[config.mk]
export PLATFORM = sky130hd
export DESIGN_NAME = bcrc_top
export DESIGN_NICKNAME = d
export VERILOG_FILES = /design/src/bcrc_top.v
export VERILOG_INCLUDE_DIRS = /design/src
export SDC_FILE = /design/constraint.sdc
export NUM_CORES = 1
export LEC_CHECK = 0
export ABC_AREA = 1
export BUFFER_PORTS_ARGS = -buffer_cell sky130_fd_sc_hd__buf_2
export CORE_AREA = 2 2 76 78
export CTS_BUF_LIST = sky130_fd_sc_hd__clkbuf_4 sky130_fd_sc_hd__clkbuf_8 sky130_fd_sc_hd__clkbuf_16
export DETAILED_ROUTE_END_ITERATION = 7
export DIE_AREA = 0 0 78 80
export HOLD_SLACK_MARGIN = 0.12
export PLACE_DENSITY = 0.83
export REMOVE_ABC_BUFFERS = 1
export SYNTH_ARGS = -nofsm -noshare
export SYNTH_HDL_FRONTEND = slang
export SYNTH_SLANG_ARGS = --single-unit
[constraint.sdc]
create_clock -name sys_clk -period 3.1 [get_ports sys_clk]
set_input_delay 0.155 -clock sys_clk [delete_from_list [all_inputs] [get_ports sys_clk]]
set_output_delay 0.155 -clock sys_clk [all_outputs]
set_load 0.02 [all_outputs]
[src/bcrc_consts.vh]
`ifndef BCRC_CONSTS_VH
`define BCRC_CONSTS_VH
// ----------------------------------------
// register byte offsets
// ----------------------------------------
`define BCRC_SYSCFG_OFS    12'h000
`define BCRC_STATUS_OFS    12'h004
`define BCRC_CLKPER_OFS    12'h008
// ----------------------------------------
// field positions
// ----------------------------------------
`define BCRC_CFG_HBW_BIT   0
`define BCRC_CFG_SDC1_BIT  1
`define BCRC_ST_MODE_LO    0
`define BCRC_ST_CAPT_BIT   2
`define BCRC_ST_BOOT_BIT   3
`define BCRC_ST_LOCK_BIT   4
`define BCRC_ST_FAULT_BIT  5
`define BCRC_ST_MSTR_BIT   6
`define BCRC_ST_CRYSTAL_TERMINAL_BIT   7
// ----------------------------------------
// reset values and encodings
// ----------------------------------------
`define BCRC_SYSCFG_RST    2'h0
`define BCRC_MODE_EXT      2'h0
`define BCRC_MODE_HOST     2'h1
`define BCRC_MODE_EPROM    2'h2
`define BCRC_ID_SINGLE     2'h0
`define BCRC_CLK_MULT      2
`define BCRC_RESET_VECTOR  32'h00020004
`define BCRC_EXTMEM_START  32'h00400000
// ----------------------------------------
// sys_clk frequency and timing counts (sys_clk cycles)
// ----------------------------------------
`define BCRC_SYS_CLK_MHZ   100
`define BCRC_IN_PER_CYC    8'h04
`define BCRC_IN_MAX_CYC    8'h10
`endif

[src/bcrc_top.v]
// Notes on behaviour
// - with boot source select high, drive boot memory select as EPROM chip select.
// - in multiprocessor systems only the current bus master drives boot memory select.
// - select 0 and memory select 0: no boot, fetch from external memory.
// - select 0 and memory select 1: host boot, width from configuration bit.
// - boot memory select pin is driven only in EPROM mode, by the bus master, where it is output.
// - clock generator doubles the input clock for core and SDRAM.
// - doubled clock is presented on the SDRAM clock output pins.
// - external clock with open crystal terminal also runs core at twice input.
// - reset returns to known state, then execution starts at reset vector after host or EPROM boot.
// - bus master indicator high exactly while owning the shared bus; the registered pin trails ownership by one sys_clk edge.
// - identifier 00 means single processor; indicator held high.
// - high select boots 8-bit EPROM; low lets memory select decide.
`timescale 1ns/1ps
`default_nettype none
`include "bcrc_consts.vh"

module bcrc_top (
   // clock and reset
   input  wire        sys_clk,
   input  wire        rst,
   // apb slave
   input  wire        psel,
   input  wire        penable,
   input  wire        pwrite,
   input  wire [11:0] paddr,
   input  wire [31:0] pwdata,
   output reg  [31:0] prdata,
   output reg         pready,
   output reg         pslverr,
   // boot straps and boot memory select pin
   input  wire        boot_source_select,
   input  wire        boot_memory_select_in,
   output reg         boot_memory_select_out,
   output reg         boot_memory_select_oe,
   input  wire        eprom_access_req,
   input  wire        boot_load_done,
   // clock pins
   input  wire        clock_input,
   input  wire        crystal_present,
   output reg  [1:0]  sdram_clock_out,
   output reg  [1:0]  sdram_clock_oe,
   // multiprocessing
   input  wire [1:0]  processor_identifier,
   input  wire        bus_grant,
   output reg         bus_master_indicator,
   // core control
   output reg  [1:0]  boot_mode,
   output reg         host_bus_width,
   output reg         core_run,
   output reg         core_start,
   output reg  [31:0] fetch_addr
);

   // ----------------------------------------
   // boot decode
   // ----------------------------------------
   // one decode shared by capture and the mode output
   function [1:0] bcrc_mode;
      input sel;
      input boot_memory_select;
      begin
         if (sel) begin
            bcrc_mode = `BCRC_MODE_EPROM;
         end else if (boot_memory_select) begin
            bcrc_mode = `BCRC_MODE_HOST;
         end else begin
            bcrc_mode = `BCRC_MODE_EXT;
         end
      end
   endfunction

   // ----------------------------------------
   // state
   // ----------------------------------------
   // strap capture and boot progress
   reg        captured_r;
   reg        booting_r;
   reg [1:0]  mode_r;

   // software configuration and sticky clock fault
   reg [1:0]  cfg_r;
   reg        fault_r;

   // input clock period monitor
   reg        locked_r;
   reg [7:0]  per_r;
   reg [7:0]  cnt_r;
   reg        cin_q_r;

   // bus ownership and sdram clock phase
   reg        master_nxt;
   reg        sd_ph_r;

   // bus strobes
   wire       wr_en;
   wire       rd_en;
   wire       ok_ofs;

   // clock monitor events
   wire       cin_rise;
   wire       fault_set;
   wire       fault_clr;

   // a write lands only on the edge that completes the access
   assign wr_en    = psel & penable & pready & pwrite;
   // read data is latched in setup so it stands through the access cycle
   assign rd_en    = psel & ~penable & ~pwrite;
   assign ok_ofs   = (paddr == `BCRC_SYSCFG_OFS) | (paddr == `BCRC_STATUS_OFS) |
                     (paddr == `BCRC_CLKPER_OFS);

   // high in the same sys_clk cycle as the pin, against the pin's sample one edge earlier
   assign cin_rise = clock_input & ~cin_q_r;
   // wrong period or stall, but only once locked; start-up is no fault
   assign fault_set = locked_r & ((cin_rise & (cnt_r != `BCRC_IN_PER_CYC)) |
                      (cnt_r >= `BCRC_IN_MAX_CYC));
   // write one to clear
   assign fault_clr = wr_en & (paddr == `BCRC_STATUS_OFS) & pwdata[`BCRC_ST_FAULT_BIT];

   // ----------------------------------------
   // bus ownership
   // ----------------------------------------
   // identifier 00 marks a single-processor system, which owns the bus for good
   // others follow the arbiter's grant
   always @* begin
      if (processor_identifier == `BCRC_ID_SINGLE) begin
         master_nxt = 1'b1;
      end else begin
         master_nxt = bus_grant;
      end
   end

   // registered so the pin never glitches while the grant settles
   always @(posedge sys_clk or posedge rst) begin
      if (rst) begin
         bus_master_indicator <= 1'b0;
      end else begin
         bus_master_indicator <= master_nxt;
      end
   end

   // ----------------------------------------
   // strap capture and boot sequence
   // ----------------------------------------
   // straps are caught on the first edge after release, never loaded by the
   // async reset itself; hard-wired straps make the one-edge delay harmless
   // limitation: straps are read once per reset; later changes are ignored
   always @(posedge sys_clk or posedge rst) begin
      if (rst) begin
         captured_r <= 1'b0;
         booting_r  <= 1'b0;
         mode_r     <= `BCRC_MODE_EXT;
         core_run   <= 1'b0;
         core_start <= 1'b0;
         fetch_addr <= `BCRC_RESET_VECTOR;
      end else begin
         core_start <= 1'b0;
         if (!captured_r) begin
            captured_r <= 1'b1;
            mode_r     <= bcrc_mode(boot_source_select, boot_memory_select_in);
            booting_r  <= boot_source_select | boot_memory_select_in;
            if (!boot_source_select && !boot_memory_select_in) begin
               fetch_addr <= `BCRC_EXTMEM_START;
               core_run   <= 1'b1;
               core_start <= 1'b1;
            end else begin
               fetch_addr <= `BCRC_RESET_VECTOR;
            end
         // host and eprom boots hold the core until the loader reports done
         end else if (booting_r && boot_load_done) begin
            booting_r  <= 1'b0;
            core_run   <= 1'b1;
            core_start <= 1'b1;
         end
      end
   end

   // mode and width outputs trail the internal state by one edge
   always @(posedge sys_clk or posedge rst) begin
      if (rst) begin
         boot_mode      <= `BCRC_MODE_EXT;
         host_bus_width <= 1'b0;
      end else begin
         boot_mode      <= mode_r;
         host_bus_width <= cfg_r[`BCRC_CFG_HBW_BIT];
      end
   end

   // ----------------------------------------
   // boot memory select pin
   // ----------------------------------------
   // only an EPROM-mode master ever drives it; in other modes it stays an input
   // chip select is active low and idles high outside loader reads
   always @(posedge sys_clk or posedge rst) begin
      if (rst) begin
         boot_memory_select_out <= 1'b1;
         boot_memory_select_oe  <= 1'b0;
      end else begin
         boot_memory_select_oe  <= captured_r & (mode_r == `BCRC_MODE_EPROM) & master_nxt;
         boot_memory_select_out <= ~(booting_r & eprom_access_req);
      end
   end

   // ----------------------------------------
   // clock doubling and monitor
   // ----------------------------------------
   // sys_clk is the generator's fast clock, four cycles per input period;
   // a toggle per edge gives twice the input rate once the period is locked
   // period is measured between rising edges of the input clock
   always @(posedge sys_clk or posedge rst) begin
      if (rst) begin
         cin_q_r  <= 1'b0;
         cnt_r    <= 8'h00;
         per_r    <= 8'h00;
         locked_r <= 1'b0;
      end else begin
         cin_q_r <= clock_input;
         if (cin_rise) begin
            cnt_r    <= 8'h01;
            per_r    <= cnt_r;
            locked_r <= (cnt_r == `BCRC_IN_PER_CYC);
         end else if (cnt_r != 8'hFF) begin
            cnt_r <= cnt_r + 8'h01;
         end
         // the count saturates, so a halted input reads as a stall, never a lock
         if (cnt_r >= `BCRC_IN_MAX_CYC) begin
            locked_r <= 1'b0;
         end
      end
   end

   // sticky: a new fault in the clearing cycle wins
   // software clears with a one, so a stray zero write never hides a fault
   always @(posedge sys_clk or posedge rst) begin
      if (rst) begin
         fault_r <= 1'b0;
      end else if (fault_set) begin
         fault_r <= 1'b1;
      end else if (fault_clr) begin
         fault_r <= 1'b0;
      end
   end

   // output 1 can be turned off by software for light loads; output 0 follows lock
   // the phase restarts from low whenever lock is lost
   always @(posedge sys_clk or posedge rst) begin
      if (rst) begin
         sd_ph_r         <= 1'b0;
         sdram_clock_out <= 2'h0;
         sdram_clock_oe  <= 2'h0;
      end else begin
         sd_ph_r         <= locked_r ? ~sd_ph_r : 1'b0;
         sdram_clock_out <= {2{sd_ph_r}};
         sdram_clock_oe  <= {~cfg_r[`BCRC_CFG_SDC1_BIT] & locked_r, locked_r};
      end
   end

   // ----------------------------------------
   // apb register file
   // ----------------------------------------
   // zero wait: pready rises in the access cycle right after setup
   // prdata is registered and only meaningful while pready is high
   always @(posedge sys_clk or posedge rst) begin
      if (rst) begin
         pready  <= 1'b0;
         pslverr <= 1'b0;
         prdata  <= 32'h00000000;
         cfg_r   <= `BCRC_SYSCFG_RST;
      end else begin
         pready  <= psel & ~penable;
         // unmapped offsets answer with an error and read as zero
         pslverr <= psel & ~penable & ~ok_ofs;
         if (wr_en && paddr == `BCRC_SYSCFG_OFS) begin
            cfg_r <= pwdata[1:0];
         end
         if (rd_en) begin
            case (paddr)
               `BCRC_SYSCFG_OFS: begin
                  prdata <= {30'h00000000, cfg_r};
               end
               `BCRC_STATUS_OFS: begin
                  prdata <= {24'h000000, crystal_present, bus_master_indicator, fault_r,
                             locked_r, booting_r, captured_r, mode_r};
               end
               `BCRC_CLKPER_OFS: begin
                  prdata <= {24'h000000, per_r};
               end
               default: begin
                  prdata <= 32'h00000000;
               end
            endcase
         // idle bus reads as zero so stale data never lingers
         end else if (!psel) begin
            prdata <= 32'h00000000;
         end
      end
   end

endmodule // bcrc_top
`default_nettype wire

==> summary.txt <==
Grt total ovfl - 0
Crit. End Element - flop
Vias - 1900
Vias in the first global route - 1702
Gate Count Post-Synth - 297
Fin Clk Skew - 6.85 ps
Fraction of layout instances using a drive strength above 1 - 21.3%
Hold Path Sink - booting_r
Iter 0 DRT Violations - 121
Clk_lat worst skew - 300 ps
Setup TNS - 0 ps
Worst reg-to-reg setup slack - 1550 ps
Setup CP Type - in -> reg
Cells on worst reg2reg path - 6
CP dominant cell by count - inv_1
RSZ-0062 raised after global routing - no
WP data arrival - 1870 ps
GRT Util Overall - 15.0%
First-pass GRT wire length - 7.38 mm
Hold Crit Class - in -> reg
Maximum clock rate - 593 MHz
CP max stage delay - 530 ps
Top Ports - 136
Crit path max-delay cell type - dlygate4sd3_1
Clk pin slew, worst setup/hold paths - 90 ps
Worst-path cell chain - dlygate4sd3_1, buf_2, inv_1, nor2_1, inv_1, nand3_2, o21ai_0, nand2_1
Final setup vio count - 0
Row count - 27
Slew @ Worst Pin - 953 ps
Die height - 80 µm
Initial antenna violation count - 0
Worst-path maximum fanout - 24
DR pass1 iterations - 4
CTS max path bufs - 2
Number of max-cap violations - 0
Syn_area_per_cell - 8.49 µm²
WL per Instance - 10.3 µm
Worst r2r src - cin_q_r
Worst hold path depth - 4
CTS tree - done
Area Growth Syn to Fin - 12.1%
Unique masters post-synth - 27
Antenna-violating nets left - 0
Total Power - 0.00143 W
Die area - 6240 µm²
Status - finished clean
Final GP Congestion - 0.820
Core area - 5410 µm²
Register area share after synthesis - 48.7%
Post-CTS Setup Bufs - 0
Largest net degree at the start of global routing - 50
Netlist Area Pre-Place - 2520 µm²
Hold Crit Start - boot_load_done
Maximum VDD drop - 226 µV
Drt total wl - 4.46 mm
Worst path required time - 3290 ps
Final Max Tran Viols - 0
Fin crit share - 54.4%
R2R Path End - cnt_r[1]
Crit-path leading delay family - buffers and inverters
DR vias/cell - 4.38
Utilization after layout - 52.3%
Antenna Cells - 0
Initial core utilization - 46.7%
Synthesis-stage register bit count - 49
PwrDens - 506 nW/µm²
Clk root buf - clkbuf_8
DPL Wire Length - 3.31 mm
Fillers - 513
Fin. Hold Viols - 0
# nets final - 421
Tmin final - 1690 ps
Horiz. Die Dim - 78 µm
TritonCTS buffer count - 5
Crit start category - input port
Slew headroom - 36.4%
CTS sink cnt - 49
Port bufs - 53
Lkg Pwr - 1.56 nW
Worst path bufs/invs - 4
Warnings, synthesis - 0
Clock H-tree levels - 2
Post-route DRC violation count - 0
==> logic make-up (layout without fill, tap and decap cells) <==
kind of cell               Yosys count  count (layout)  share of synthesized area (%)
adders and majority gates            2               2                          0.992
AOI/OAI and AO/OA                   25              25                           5.26
and+or+nand+nor                    133             133                           23.4
DFF                                 49              49                           48.7
buffers and inverters               86              99                           21.3
other                                2              54                          0.298
==> cell usage after synthesis <==
master,count,area [µm²]
nor2_1,24,90.1
buf_4,55,413
o21ai_0,18,90.1
nand3_2,2,20.0
conb_1,2,7.51
inv_1,25,93.8
nand3_1,25,125
dfstp_2,2,52.6
buf_6,1,11.3
buf_2,1,5.00
dfrtp_1,47,1180
nor2_2,1,6.26
nor2_4,4,45.0
a211oi_1,1,7.51
nand4_1,2,12.5
nor3_1,1,5.00
a31oi_1,1,6.26
clkinv_1,1,3.75
o21ai_2,1,8.76
a21oi_1,4,20.0
and3_2,1,7.51
nand2_1,71,267
nand2_2,1,6.26
or2_2,1,6.26
inv_2,2,7.51
clkbuf_1,1,3.75
ha_1,2,25.0
==> layout by cell type (no fill, tap or decap), types with 2 or more instances in the layout <==
cell type,instances
a21oi_1,4
buf_2,53
clkbuf_8,5
clkinv_2,2
conb_1,54
dfrtp_1,47
dfstp_2,2
dlygate4sd3_1,10
ha_1,2
inv_1,24
inv_2,3
nand2_1,71
nand3_1,25
nand3_2,2
nand4_1,2
nor2_1,24
nor2_4,4
o21ai_0,18
==> registers in the layout (all words and copies together) (netlist names), 2 cells and up <==
register        cells
sdram_clock_oe      2
fetch_addr          2
mode_r              2
cnt_r               8
boot_mode           2
per_r               8
prdata              8
cfg_r               2
==> area by class of cell <==
| type | instances | area (µm²) | area share (%) |
|---|---|---|---|
| multi-input cells | 214 | 951 | 33.6 |
| inverters | 28 | 105 | 3.72 |
| clock inverters | 3 | 17.5 | 0.620 |
| flip-flops and latches | 49 | 1230 | 43.5 |
| repair buffers | 63 | 365 | 12.9 |
| well taps | 72 | 90.1 | 3.19 |
| clock buffers | 5 | 68.8 | 2.43 |
==> per-layer routing <==
layer | vias to the layer above | GRT usage (%) | wire, µm
met2 | 55 | 27.1 | 2430
li1 | 949 | - | -
met4 | 0 | 5.09 | 58
met1 | 888 | 17.0 | 1760
met5 | - | 0 | 0
met3 | 8 | 4.19 | 216
==> what timing repair did <==
item                                   in CTS  in global routing
endpoints found under the hold margin      56                  0
resized for setup                           0                  0
hold buffers                               10                  0
==> tightest hold or removal path, stage by stage <==
cell and delay (ps):
buf_2 70, a21oi_1 70, nand2_1 60, nand2_1 40
==> metrics by stage <==
| step | instance area [µm²] | setup slack (ps) | instances | hold slack, ps |
|---|---|---|---|---|
| global placement | 2640 | 1590 | 416 | 279 |
| detailed placement | 2640 | 1560 | 416 | 281 |
| CTS | 2830 | 1390 | 434 | 131 |
| finish | 2830 | 1410 | 434 | 131 |
| global route | 2830 | 1220 | 434 | 146 |
| floorplan | 2280 | 1780 | 291 | 186 |
==> power by group <==
| group | internal, W | switching, W | total [W] | leakage [nW] |
|---|---|---|---|---|
| Sequential | 0.000718 | 0.0000571 | 0.000775 | 0.612 |
| Clock | 0.000156 | 0.000206 | 0.000362 | 0.0439 |
| Combinational | 0.0000872 | 0.000206 | 0.000293 | 0.907 |
| Total | 0.000961 | 0.000469 | 0.00143 | 1.56 |
==> worst max path at each step <==
stage	slack (ps)	cells after the start	to	from
after global placement	1590	6	cnt_r[0]	cin_q_r
after global routing	1220	9	cnt_r[1]	clock_input
after floorplan	1780	1	boot_memory_select_oe	rst
after CTS	1390	9	cnt_r[0]	clock_input
after detailed placement	1560	6	cnt_r[0]	cin_q_r
final	1410	8	cnt_r[0]	clock_input
No activity file was read; power rests on OpenSTA's default activity.
